===== src/hw/port_func_pkg.sv =====
// constants, register map and carrier types for the port function block
// assumes an 8-bit register port with 16-bit byte addresses
package port_func_pkg;

    // register byte addresses
    localparam logic [15:0] TWO_DIR_ADDR      = 16'hFF81;
    localparam logic [15:0] TWO_LATCH_ADDR    = 16'hFF83;
    localparam logic [15:0] THREE_DIR_ADDR    = 16'hFF84;
    localparam logic [15:0] THREE_LATCH_ADDR  = 16'hFF86;

    // reset values and fixed read patterns
    localparam logic [7:0]  TWO_DIR_RESET     = 8'hE0;
    localparam logic [7:0]  TWO_LATCH_RESET   = 8'hE0;
    localparam logic [7:0]  THREE_DIR_RESET   = 8'h00;
    localparam logic [7:0]  THREE_LATCH_RESET = 8'h00;
    localparam logic [7:0]  TWO_FIXED_ONES    = 8'hE0;
    localparam logic [7:0]  DIR_READ_VALUE    = 8'hFF;
    localparam logic [7:0]  UNMAPPED_READ     = 8'h00;
    localparam logic [7:0]  ALL_OUT           = 8'hFF;
    localparam logic [7:0]  ALL_IN            = 8'h00;

    // port widths
    localparam int          TWO_WIDTH         = 5;
    localparam int          BYTE_WIDTH        = 8;
    localparam int          SYNC_WIDTH        = 21;

    // first port pin positions
    localparam int          TOP_PIN           = 7;
    localparam int          SECOND_IRQ_PIN    = 6;
    localparam int          FIRST_IRQ_PIN     = 5;
    localparam int          ENABLE_CLOCK_PIN  = 1;
    localparam int          SYSTEM_CLOCK_PIN  = 0;

    // operating mode codes
    localparam logic [2:0]  MODE_SINGLE_CHIP  = 3'h7;
    localparam logic [2:0]  MODE_EXP_LOW      = 3'h1;
    localparam logic [2:0]  MODE_EXP_HIGH     = 3'h4;

    // level and enable of one port's pins
    typedef struct packed {
        logic [7:0] level;
        logic [7:0] enable;
    } pin_drive_s;

    // expanded modes are codes one to four
    function automatic logic is_expanded(input logic [2:0] mode);
        return (mode >= MODE_EXP_LOW) && (mode <= MODE_EXP_HIGH);
    endfunction

endpackage


===== src/hw/pin_sync.sv =====
// three-stage synchroniser for asynchronous pin levels
// assumes one clock domain; output follows once stages two and three agree
`timescale 1ns/100ps
`default_nettype none
module pin_sync
    import port_func_pkg::*;
#(
    parameter int WIDTH = SYNC_WIDTH
) (
    // clock and reset
    input  wire logic             clk_in,
    input  wire logic             rstn_in,
    // levels
    input  wire logic [WIDTH-1:0] async_in,
    output var  logic [WIDTH-1:0] stable_out
);

    logic [WIDTH-1:0] stage1_reg;
    logic [WIDTH-1:0] stage2_reg;
    logic [WIDTH-1:0] stage3_reg;

    // shift chain; stage one feeds only stage two
    always_ff @(posedge clk_in or negedge rstn_in) begin
        if (!rstn_in) begin
            stage1_reg <= '0;
            stage2_reg <= '0;
            stage3_reg <= '0;
        end else begin
            stage1_reg <= async_in;
            stage2_reg <= stage1_reg;
            stage3_reg <= stage2_reg;
        end
    end

    // accept a bit once two and three agree
    generate
        for (genvar i = 0; i < WIDTH; i++) begin : g_bit
            always_ff @(posedge clk_in or negedge rstn_in) begin
                if (!rstn_in) begin
                    stable_out[i] <= 1'b0;
                end else if (stage2_reg[i] == stage3_reg[i]) begin
                    stable_out[i] <= stage3_reg[i];
                end
            end
        end
    endgenerate

endmodule // pin_sync
`default_nettype wire


===== src/hw/port_function.sv =====
// pin function selection for the first port, plus the five-bit and
// eight-bit general ports with their direction and data registers
// assumes mode pins are steady around reset release and that the timer,
// interrupt control and first-port registers live in other blocks
//
// How it works
// - any timer select bit set makes top pin drive timer output, else GPIO
// - second irq enable makes bit 6 an interrupt input, else GPIO
// - first irq enable makes bit 5 an interrupt input, else GPIO
// - bits 4 to 2 of first port are plain GPIO by direction bit
// - bit 1 is input, or drives the enable clock when direction is one
// - bit 0 is input, or drives the system clock when direction is one
// - expanded modes: five-bit port drives the bus control strobes
// - expanded modes: five-bit direction forced to ones, writes ignored
// - single-chip: five-bit pin direction follows its direction bit
// - five-bit direction is writable but always reads all ones
// - upper three bits of five-bit port registers read one, ignore writes
// - reset and hardware standby clear five-bit direction, making the pins inputs in single-chip mode
// - software standby keeps five-bit direction and output drive
// - five-bit data read gives latch for outputs, pin for inputs
// - expanded modes: eight-bit port is the data bus, direction steers only data readback
// - single-chip: eight-bit pin direction follows its direction bit
// - eight-bit direction is writable but always reads all ones
// - reset and hardware standby clear eight-bit direction and data
// - software standby keeps eight-bit direction and output drive
// - eight-bit data read gives latch for outputs, pin for inputs
// - clock pins set as outputs read back the current clock levels
//
// Implementation choice: strobed register access.
`timescale 1ns/100ps
`default_nettype none
module port_function
    import port_func_pkg::*;
(
    // clock and reset
    input  wire logic             CLK_IN,
    input  wire logic             RSTN_IN,
    // operating state
    input  wire logic [2:0]       MODE_IN,
    input  wire logic             HW_STANDBY_IN,
    input  wire logic             SW_STANDBY_IN,
    // register port
    input  wire logic [15:0]      ADDR_IN,
    input  wire logic [7:0]       WDATA_IN,
    input  wire logic             WR_IN,
    input  wire logic             RD_IN,
    output var  logic [7:0]       RDATA_OUT,
    // first port controls from neighbouring blocks
    input  wire logic [7:0]       P1_DIR_IN,
    input  wire logic [7:0]       P1_LATCH_IN,
    input  wire logic [3:0]       TIMER_OUTPUT_SELECT_IN,
    input  wire logic             TIMER_OUTPUT_SIGNAL_IN,
    input  wire logic             FIRST_IRQ_ENABLE_IN,
    input  wire logic             SECOND_IRQ_ENABLE_IN,
    input  wire logic             ENABLE_CLOCK_IN,
    input  wire logic             SYSTEM_CLOCK_IN,
    // first port pins and derived signals
    input  wire logic [7:0]       P1_PIN_IN,
    output var  pin_drive_s       P1_DRIVE_OUT,
    output var  logic [7:0]       P1_READ_OUT,
    output var  logic             FIRST_EXTERNAL_INTERRUPT_OUT,
    output var  logic             SECOND_EXTERNAL_INTERRUPT_OUT,
    // five-bit port pins and bus strobes
    input  wire logic [4:0]       P2_PIN_IN,
    input  wire logic [4:0]       BUS_STROBE_IN,
    output var  pin_drive_s       P2_DRIVE_OUT,
    // eight-bit port pins and external data bus
    input  wire logic [7:0]       P3_PIN_IN,
    input  wire logic [7:0]       EXT_DATA_IN,
    input  wire logic             EXT_DATA_OE_IN,
    output var  pin_drive_s       P3_DRIVE_OUT,
    output var  logic [7:0]       EXT_DATA_OUT
);

    logic [TWO_WIDTH-1:0]  two_dir_reg;
    logic [TWO_WIDTH-1:0]  two_latch_reg;
    logic [7:0]            three_dir_reg;
    logic [7:0]            three_latch_reg;
    logic                  expanded_reg;
    logic                  strap_done_reg;
    logic [SYNC_WIDTH-1:0] pins_sync;
    logic [7:0]            p1_sync;
    logic [7:0]            p2_sync;
    logic [7:0]            p3_sync;
    logic [7:0]            two_dir_eff;
    logic [7:0]            two_latch_full;
    logic [7:0]            p1_dir_eff;
    logic                  wr_two_dir;
    logic                  wr_two_latch;
    logic                  wr_three_dir;
    logic                  wr_three_latch;
    logic                  timer_selected;
    pin_drive_s            p1_next;
    pin_drive_s            p2_next;
    pin_drive_s            p3_next;
    logic [7:0]            rdata_next;
    logic [7:0]            p1_read_next;

    // address match for one strobe
    function automatic logic hit(input logic strobe, input logic [15:0] a,
                                 input logic [15:0] target);
        return strobe && (a == target);
    endfunction

    // latch for outputs, live pin for inputs
    function automatic logic [7:0] mix_read(input logic [7:0] dir,
                                            input logic [7:0] latch,
                                            input logic [7:0] pin);
        return (dir & latch) | (~dir & pin);
    endfunction

    // pin levels enter through the synchroniser
    pin_sync #(
        .WIDTH      (SYNC_WIDTH)
    ) u_pin_sync (
        .clk_in     (CLK_IN),
        .rstn_in    (RSTN_IN),
        .async_in   ({P3_PIN_IN, P2_PIN_IN, P1_PIN_IN}),
        .stable_out (pins_sync)
    );

    // split synchronised levels per port
    assign p1_sync = pins_sync[7:0];
    assign p2_sync = {3'b000, pins_sync[12:8]};
    assign p3_sync = pins_sync[20:13];

    // mode strap caught once after reset release
    always_ff @(posedge CLK_IN or negedge RSTN_IN) begin
        if (!RSTN_IN) begin
            strap_done_reg <= 1'b0;
            expanded_reg   <= 1'b0;
        end else if (!strap_done_reg) begin
            strap_done_reg <= 1'b1;
            expanded_reg   <= is_expanded(MODE_IN);
        end
    end

    // write decode
    assign wr_two_dir     = hit(WR_IN, ADDR_IN, TWO_DIR_ADDR);
    assign wr_two_latch   = hit(WR_IN, ADDR_IN, TWO_LATCH_ADDR);
    assign wr_three_dir   = hit(WR_IN, ADDR_IN, THREE_DIR_ADDR);
    assign wr_three_latch = hit(WR_IN, ADDR_IN, THREE_LATCH_ADDR);

    // five-bit direction; software standby has no effect here
    always_ff @(posedge CLK_IN or negedge RSTN_IN) begin
        if (!RSTN_IN) begin
            two_dir_reg <= TWO_DIR_RESET[4:0];
        end else if (HW_STANDBY_IN) begin
            two_dir_reg <= TWO_DIR_RESET[4:0];
        end else if (wr_two_dir && !expanded_reg) begin
            two_dir_reg <= WDATA_IN[4:0];
        end
    end

    // five-bit data latch, written whatever the direction
    always_ff @(posedge CLK_IN or negedge RSTN_IN) begin
        if (!RSTN_IN) begin
            two_latch_reg <= TWO_LATCH_RESET[4:0];
        end else if (HW_STANDBY_IN) begin
            two_latch_reg <= TWO_LATCH_RESET[4:0];
        end else if (wr_two_latch) begin
            two_latch_reg <= WDATA_IN[4:0];
        end
    end

    // eight-bit direction, kept in expanded modes where it steers only data readback
    always_ff @(posedge CLK_IN or negedge RSTN_IN) begin
        if (!RSTN_IN) begin
            three_dir_reg <= THREE_DIR_RESET;
        end else if (HW_STANDBY_IN) begin
            three_dir_reg <= THREE_DIR_RESET;
        end else if (wr_three_dir) begin
            three_dir_reg <= WDATA_IN;
        end
    end

    // eight-bit data latch
    always_ff @(posedge CLK_IN or negedge RSTN_IN) begin
        if (!RSTN_IN) begin
            three_latch_reg <= THREE_LATCH_RESET;
        end else if (HW_STANDBY_IN) begin
            three_latch_reg <= THREE_LATCH_RESET;
        end else if (wr_three_latch) begin
            three_latch_reg <= WDATA_IN;
        end
    end

    // effective directions and padded latch
    assign two_dir_eff    = expanded_reg ? ALL_OUT
                                         : {3'b000, two_dir_reg};
    assign two_latch_full = {3'b000, two_latch_reg};
    assign timer_selected = |TIMER_OUTPUT_SELECT_IN;

    // first port direction as seen by readback
    always_comb begin
        p1_dir_eff = P1_DIR_IN;
        if (SECOND_IRQ_ENABLE_IN) begin
            p1_dir_eff[SECOND_IRQ_PIN] = 1'b0;
        end
        if (FIRST_IRQ_ENABLE_IN) begin
            p1_dir_eff[FIRST_IRQ_PIN] = 1'b0;
        end
    end

    // first port pin functions
    always_comb begin
        p1_next.level  = P1_LATCH_IN;
        p1_next.enable = p1_dir_eff;
        if (timer_selected) begin
            p1_next.level[TOP_PIN]  = TIMER_OUTPUT_SIGNAL_IN;
            p1_next.enable[TOP_PIN] = 1'b1;
        end
        p1_next.level[ENABLE_CLOCK_PIN] = ENABLE_CLOCK_IN;
        p1_next.level[SYSTEM_CLOCK_PIN] = SYSTEM_CLOCK_IN;
    end

    // five-bit port: strobes when expanded, latch otherwise
    always_comb begin
        if (expanded_reg) begin
            p2_next.level  = {3'b000, BUS_STROBE_IN};
            p2_next.enable = {3'b000, ALL_OUT[4:0]};
        end else begin
            p2_next.level  = two_latch_full;
            p2_next.enable = two_dir_eff;
        end
    end

    // eight-bit port: data bus when expanded, latch otherwise
    always_comb begin
        if (expanded_reg) begin
            p3_next.level  = EXT_DATA_IN;
            p3_next.enable = EXT_DATA_OE_IN ? ALL_OUT : ALL_IN;
        end else begin
            p3_next.level  = three_latch_reg;
            p3_next.enable = three_dir_reg;
        end
    end

    // pin drivers from flip-flops
    always_ff @(posedge CLK_IN or negedge RSTN_IN) begin
        if (!RSTN_IN) begin
            P1_DRIVE_OUT <= '0;
            P2_DRIVE_OUT <= '0;
            P3_DRIVE_OUT <= '0;
        end else begin
            P1_DRIVE_OUT <= p1_next;
            P2_DRIVE_OUT <= p2_next;
            P3_DRIVE_OUT <= p3_next;
        end
    end

    // first port readback; clock pins set as outputs show the clock itself
    always_comb begin
        p1_read_next = mix_read(p1_dir_eff, P1_LATCH_IN, p1_sync);
        if (P1_DIR_IN[ENABLE_CLOCK_PIN]) begin
            p1_read_next[ENABLE_CLOCK_PIN] = ENABLE_CLOCK_IN;
        end
        if (P1_DIR_IN[SYSTEM_CLOCK_PIN]) begin
            p1_read_next[SYSTEM_CLOCK_PIN] = SYSTEM_CLOCK_IN;
        end
    end

    // interrupt inputs, bus data and first port readback
    always_ff @(posedge CLK_IN or negedge RSTN_IN) begin
        if (!RSTN_IN) begin
            P1_READ_OUT                   <= '0;
            EXT_DATA_OUT                  <= '0;
            FIRST_EXTERNAL_INTERRUPT_OUT  <= 1'b0;
            SECOND_EXTERNAL_INTERRUPT_OUT <= 1'b0;
        end else begin
            P1_READ_OUT  <= p1_read_next;
            EXT_DATA_OUT <= p3_sync;
            FIRST_EXTERNAL_INTERRUPT_OUT  <=
                FIRST_IRQ_ENABLE_IN & p1_sync[FIRST_IRQ_PIN];
            SECOND_EXTERNAL_INTERRUPT_OUT <=
                SECOND_IRQ_ENABLE_IN & p1_sync[SECOND_IRQ_PIN];
        end
    end

    // register read mux
    always_comb begin
        rdata_next = UNMAPPED_READ;
        if (hit(RD_IN, ADDR_IN, TWO_DIR_ADDR)) begin
            rdata_next = DIR_READ_VALUE;
        end else if (hit(RD_IN, ADDR_IN, TWO_LATCH_ADDR)) begin
            rdata_next = TWO_FIXED_ONES |
                mix_read(two_dir_eff, two_latch_full, p2_sync);
        end else if (hit(RD_IN, ADDR_IN, THREE_DIR_ADDR)) begin
            rdata_next = DIR_READ_VALUE;
        end else if (hit(RD_IN, ADDR_IN, THREE_LATCH_ADDR)) begin
            rdata_next = mix_read(three_dir_reg, three_latch_reg,
                                  p3_sync);
        end
    end

    // read data stands one cycle after the strobe
    always_ff @(posedge CLK_IN or negedge RSTN_IN) begin
        if (!RSTN_IN) begin
            RDATA_OUT <= UNMAPPED_READ;
        end else begin
            RDATA_OUT <= rdata_next;
        end
    end

    // checks on readback
    property p_two_dir_ones;
        @(posedge CLK_IN) disable iff (!RSTN_IN)
        hit(RD_IN, ADDR_IN, TWO_DIR_ADDR) |=> RDATA_OUT == 8'hFF;
    endproperty
    a_two_dir_ones: assert property (p_two_dir_ones)
        else $error("five-bit direction read not all ones");

    property p_three_dir_ones;
        @(posedge CLK_IN) disable iff (!RSTN_IN)
        hit(RD_IN, ADDR_IN, THREE_DIR_ADDR) |=> RDATA_OUT == 8'hFF;
    endproperty
    a_three_dir_ones: assert property (p_three_dir_ones)
        else $error("eight-bit direction read not all ones");

    property p_two_reserved;
        @(posedge CLK_IN) disable iff (!RSTN_IN)
        hit(RD_IN, ADDR_IN, TWO_LATCH_ADDR) |=> RDATA_OUT[7:5] == 3'b111;
    endproperty
    a_two_reserved: assert property (p_two_reserved)
        else $error("five-bit data upper bits not one");

    property p_three_mix;
        @(posedge CLK_IN) disable iff (!RSTN_IN)
        hit(RD_IN, ADDR_IN, THREE_LATCH_ADDR) && !wr_three_latch
        |=> RDATA_OUT == (($past(three_dir_reg) & $past(three_latch_reg))
                       | (~$past(three_dir_reg) & $past(p3_sync)));
    endproperty
    a_three_mix: assert property (p_three_mix)
        else $error("eight-bit data read mix wrong");

    // checks on pin drive, register updates and clock pin readback
    property p_two_strobes;
        @(posedge CLK_IN) disable iff (!RSTN_IN)
        expanded_reg |=> P2_DRIVE_OUT.enable == 8'h1F
                      && P2_DRIVE_OUT.level[4:0] == $past(BUS_STROBE_IN);
    endproperty
    a_two_strobes: assert property (p_two_strobes)
        else $error("expanded mode strobes not driven");

    property p_three_bus;
        @(posedge CLK_IN) disable iff (!RSTN_IN)
        expanded_reg && EXT_DATA_OE_IN
        |=> P3_DRIVE_OUT.enable == 8'hFF
         && P3_DRIVE_OUT.level == $past(EXT_DATA_IN);
    endproperty
    a_three_bus: assert property (p_three_bus)
        else $error("expanded data bus not driven");

    property p_two_single_dir;
        @(posedge CLK_IN) disable iff (!RSTN_IN)
        !expanded_reg ##1 !expanded_reg
        |-> P2_DRIVE_OUT.enable[4:0] == $past(two_dir_reg);
    endproperty
    a_two_single_dir: assert property (p_two_single_dir)
        else $error("five-bit enable does not follow direction");

    property p_two_locked;
        @(posedge CLK_IN) disable iff (!RSTN_IN)
        expanded_reg && wr_two_dir && !HW_STANDBY_IN |=> $stable(two_dir_reg);
    endproperty
    a_two_locked: assert property (p_two_locked)
        else $error("five-bit direction changed in expanded mode");

    property p_standby_init;
        @(posedge CLK_IN) disable iff (!RSTN_IN)
        HW_STANDBY_IN |=> two_dir_reg == 5'h00 && three_dir_reg == 8'h00
                       && three_latch_reg == 8'h00;
    endproperty
    a_standby_init: assert property (p_standby_init)
        else $error("hardware standby did not initialise");

    property p_latch_write;
        @(posedge CLK_IN) disable iff (!RSTN_IN)
        wr_two_latch && !HW_STANDBY_IN
        |=> two_latch_reg == $past(WDATA_IN[4:0]);
    endproperty
    a_latch_write: assert property (p_latch_write)
        else $error("five-bit latch not written");

    property p_timer_pin;
        @(posedge CLK_IN) disable iff (!RSTN_IN)
        TIMER_OUTPUT_SELECT_IN != 4'h0
        |=> P1_DRIVE_OUT.enable[7] && P1_DRIVE_OUT.level[7]
            == $past(TIMER_OUTPUT_SIGNAL_IN);
    endproperty
    a_timer_pin: assert property (p_timer_pin)
        else $error("top pin not driving timer output");

    property p_irq_pin;
        @(posedge CLK_IN) disable iff (!RSTN_IN)
        FIRST_IRQ_ENABLE_IN |=> !P1_DRIVE_OUT.enable[5];
    endproperty
    a_irq_pin: assert property (p_irq_pin)
        else $error("interrupt pin still driven");

    property p_clock_read;
        @(posedge CLK_IN) disable iff (!RSTN_IN)
        P1_DIR_IN[0] |=> P1_READ_OUT[0] == $past(SYSTEM_CLOCK_IN);
    endproperty
    a_clock_read: assert property (p_clock_read)
        else $error("clock pin readback wrong");

    // software standby alone never disturbs the direction registers
    property p_sw_keep;
        @(posedge CLK_IN) disable iff (!RSTN_IN)
        SW_STANDBY_IN && !WR_IN && !HW_STANDBY_IN
        |=> $stable(two_dir_reg) && $stable(three_dir_reg);
    endproperty
    a_sw_keep: assert property (p_sw_keep)
        else $error("software standby changed a direction register");

endmodule // port_function
`default_nettype wire


===== config.mk =====
export PLATFORM = sky130hd
export DESIGN_NAME = port_function
export DESIGN_NICKNAME = d
export VERILOG_FILES = /design/src/hw/port_func_pkg.sv /design/src/hw/pin_sync.sv /design/src/hw/port_function.sv
export SDC_FILE = /design/constraint.sdc
export NUM_CORES = 1
export LEC_CHECK = 0
export BUFFER_PORTS_ARGS = -buffer_cell sky130_fd_sc_hd__buf_2
export CORE_UTILIZATION = 52
export CTS_BUF_LIST = sky130_fd_sc_hd__clkbuf_8 sky130_fd_sc_hd__clkbuf_16
export DETAILED_ROUTE_END_ITERATION = 16
export PLACE_DENSITY = 0.87
export SLEW_MARGIN = 0
export SYNTH_ARGS = -nofsm -noshare
export SYNTH_HDL_FRONTEND = slang
export SYNTH_HIERARCHICAL = 1
export SYNTH_SLANG_ARGS = --single-unit

===== constraint.sdc =====
create_clock -name CLK_IN -period 1.8 [get_ports CLK_IN]
set_clock_uncertainty 0.2 [all_clocks]
set_input_delay 0.18 -clock CLK_IN [delete_from_list [all_inputs] [get_ports CLK_IN]]
set_output_delay 0.18 -clock CLK_IN [all_outputs]
set_load 0.03 [all_outputs]

==> reports/qor.yml <==
status:
  status: "complete, no violations"
place:
  numPortBuffers: 157
  place_inst: 682
  gp_congestion: 0.829
  dp_hpwl_um: 8310
grt:
  antenna_found_initial: 1
  grt_pass1_wl_um: 19200
  grt_pass1_vias: 3990
  grt_usage_pct: 22.1
  grt-ovfl-total: 0
  grt_start_max_net_pins: 58
final_layout:
  stdcell_count: 779
  multi_input_area_um2: 1490
  fill_cells: 713
  drive_above_1_share_pct: 39.1
  seq_area_um2: 4510
  finalNetCount: 719
  area_growth_pct: 37.2
timing:
  rsz0062_at_grt: "no"
  hold_ws_ps: 36.1
  slew_violations: 0
  hold_viol: 0
  setup_viol: 0
  min_period_ps: 1690
  fmax_mhz: 591
  finalCritPeriodShare_pct: 93.9
clock_network:
  tritoncts: "yes"
  clk_pin_slew_ps: 60
  clock_latency_ps: 410
  cts-htree-levels: 4
  cts_setup_buffers: 0
  cts_buffer_depth: 2
  cts-root-buf: "clkbuf_16"
  cts_made_buffers: 17
  cts.sinks: 180
worst_hold_path:
  worstHoldPathType: "in2reg"
synth:
  synth_top_cell_area_share_pct: 73.8
  synth_warnings: 6
  synth_edf_count: 0
  synth_top_cell_by_area: "dfrtp_1"
  synthCells: 381
  muxShareOfSynthArea_pct: 9.63
  synth_simple_gate_area_share_pct: 7.48
  synthXorXnorAreaFrac_pct: 0.143
  synthTopCellsByCount: "dfrtp_1 (180), mux2i_1 (34), nand2b_1 (33)"
  synthAdderAreaFrac_pct: 3.87
  async_reset_ff_share_pct: 100
  seq_area_frac_synth_pct: 73.8
  yosysUniqueCellTypes: 36
  netlist_area_um2: 6100
  postSynthAreaPerCell_um2: 16.0
  synth_top_family_by_area: "multiplexers"
  yosys-top-cells-area: "dfrtp_1 (74%), mux2i_1 (5.6%), mux2_2 (4.1%)"
  synth_compound_area_share_pct: 2.85
  synthFlopType: "dfrtp_1"
  synth_most_common_cell: "dfrtp_1"
  synth_seq_cells: 180
setup_path:
  max_stage_delay_ps: 510
  critPathLaunchType: "register"
  cp_max_fo: 13
  timing.critical_path.buf_inv: 0
  cp.required_ps: 1870
  crit_slowest_cell: "dfrtp_2"
  endpoint_kind: "register"
  cp_top_family: "flip-flops"
  critical_path_class: "reg2reg"
  worstPathArrival_ps: 1760
  path_cells: "or3_1, o21ai_0, a21oi_1"
floorplanning:
  dieArea_um2: 12200
  fp.coreArea_um2: 11400
  placementRows: 39
  die_x_um: 110
  initial_core_util_pct: 53.5
  fp.dieH_um: 110
  ios: 167
pwr:
  max-vdd-ir-drop_mv: 0.831
  p_leak_nw: 4.08
  p_per_area_nw_per_um2: 1040
  p_total_mw: 8.70
detailed_routing:
  vias_per_cell: 5.00
  routed_wirelength_um: 12600
  vias: 3892
  drt_pass1_iterations: 5
  dr.first_iter.drc_count: 200
  ant_nets: 0
  drc_errors: 0
  drt-wirelength-per-cell_um: 16.1
flow_run:
  maxCapViolCount: 0
## per-stage QoR
step	util, %	cell area [um^2]	TNS (ps)	setup slack, ps
2_1_floorplan	-	6120	0	166
3_3_place_gp	62.6	7150	-5.09	-5.09
3_5_place_dp	62.6	7150	-387	-60.0
4_1_cts	73.3	8370	0	111
5_1_grt	73.3	8370	0	89.4
6_report	73.3	8370	0	109
## power by group
part | leakage (nW) | internal (mW) | switching (mW)
Clock | 0.273 | 2.00 | 1.37
Sequential | 2.21 | 4.28 | 0.115
Combinational | 1.59 | 0.406 | 0.530
Total | 4.08 | 6.69 | 2.02
## worst paths after layout
kind	from	endpoint	slack [ps]	cells after the start
min reg2reg	u_pin_sync/stage1_reg[18]	u_pin_sync/stage2_reg[18]	140	0
max reg2reg	expanded_reg	two_dir_reg[2]	110	3
max	expanded_reg	two_dir_reg[2]	110	3
min in group asynchronous	RSTN_IN	u_pin_sync/stage1_reg[1]	100	2
max in group asynchronous	RSTN_IN	u_pin_sync/stage3_reg[11]	740	3
min	HW_STANDBY_IN	two_dir_reg[4]	40	2
## final cells by class
cell class	count	area share (%)
clock inverters	7	0.732
inverters	9	0.403
well taps	143	2.14
clock buffers	21	5.74
repair buffers	236	19.4
diodes	1	0.0299
multi-input cells	182	17.8
flip-flops and latches	180	53.8
## logic make-up (layout without fill, tap and decap cells)
family	after synthesis	in the layout
other	2	8
buffers and inverters	24	273
multiplexers	56	56
flip-flops	180	180
AO/OA/AOI/OAI	29	29
adder cells (fa/ha/maj)	21	21
AND/OR/NAND/NOR	68	68
XOR/XNOR	1	1
## cell usage in the layout, fill, tap and decap left out, types with 2 or more instances in the layout
master and instances:
and2_1 2, conb_1 7, dfrtp_1 179, o221ai_1 4
nor2b_1 2, a21oi_1 5, maj3_2 21, o21ai_0 18
nand2b_1 33, or3_1 5, mux2_2 22, inv_1 12
buf_12 5, nand2_1 2, or2_2 5, dlygate4sd3_1 68
mux2i_1 34, clkbuf_16 17, clkinvlp_4 2, buf_2 156
buf_4 6, nand4_1 3, nand3_1 5, clkbuf_8 5
## timing repair
item | 4_1_cts | 5_1_grt
hold buffers | 68 | 0
setup endpoints to repair | 0 | 2
hold endpoints to repair | 275 | 0
gates resized for setup | 0 | 1
## routing by layer
metal / part of all wire, % / track usage (%)
met1: 40 / 26.2
met2: 51 / 35.8
met3: 5.1 / 5.53
met4: 3.9 / 14.8
met5: 0 / 0
Power figures use the tool's default switching activity.
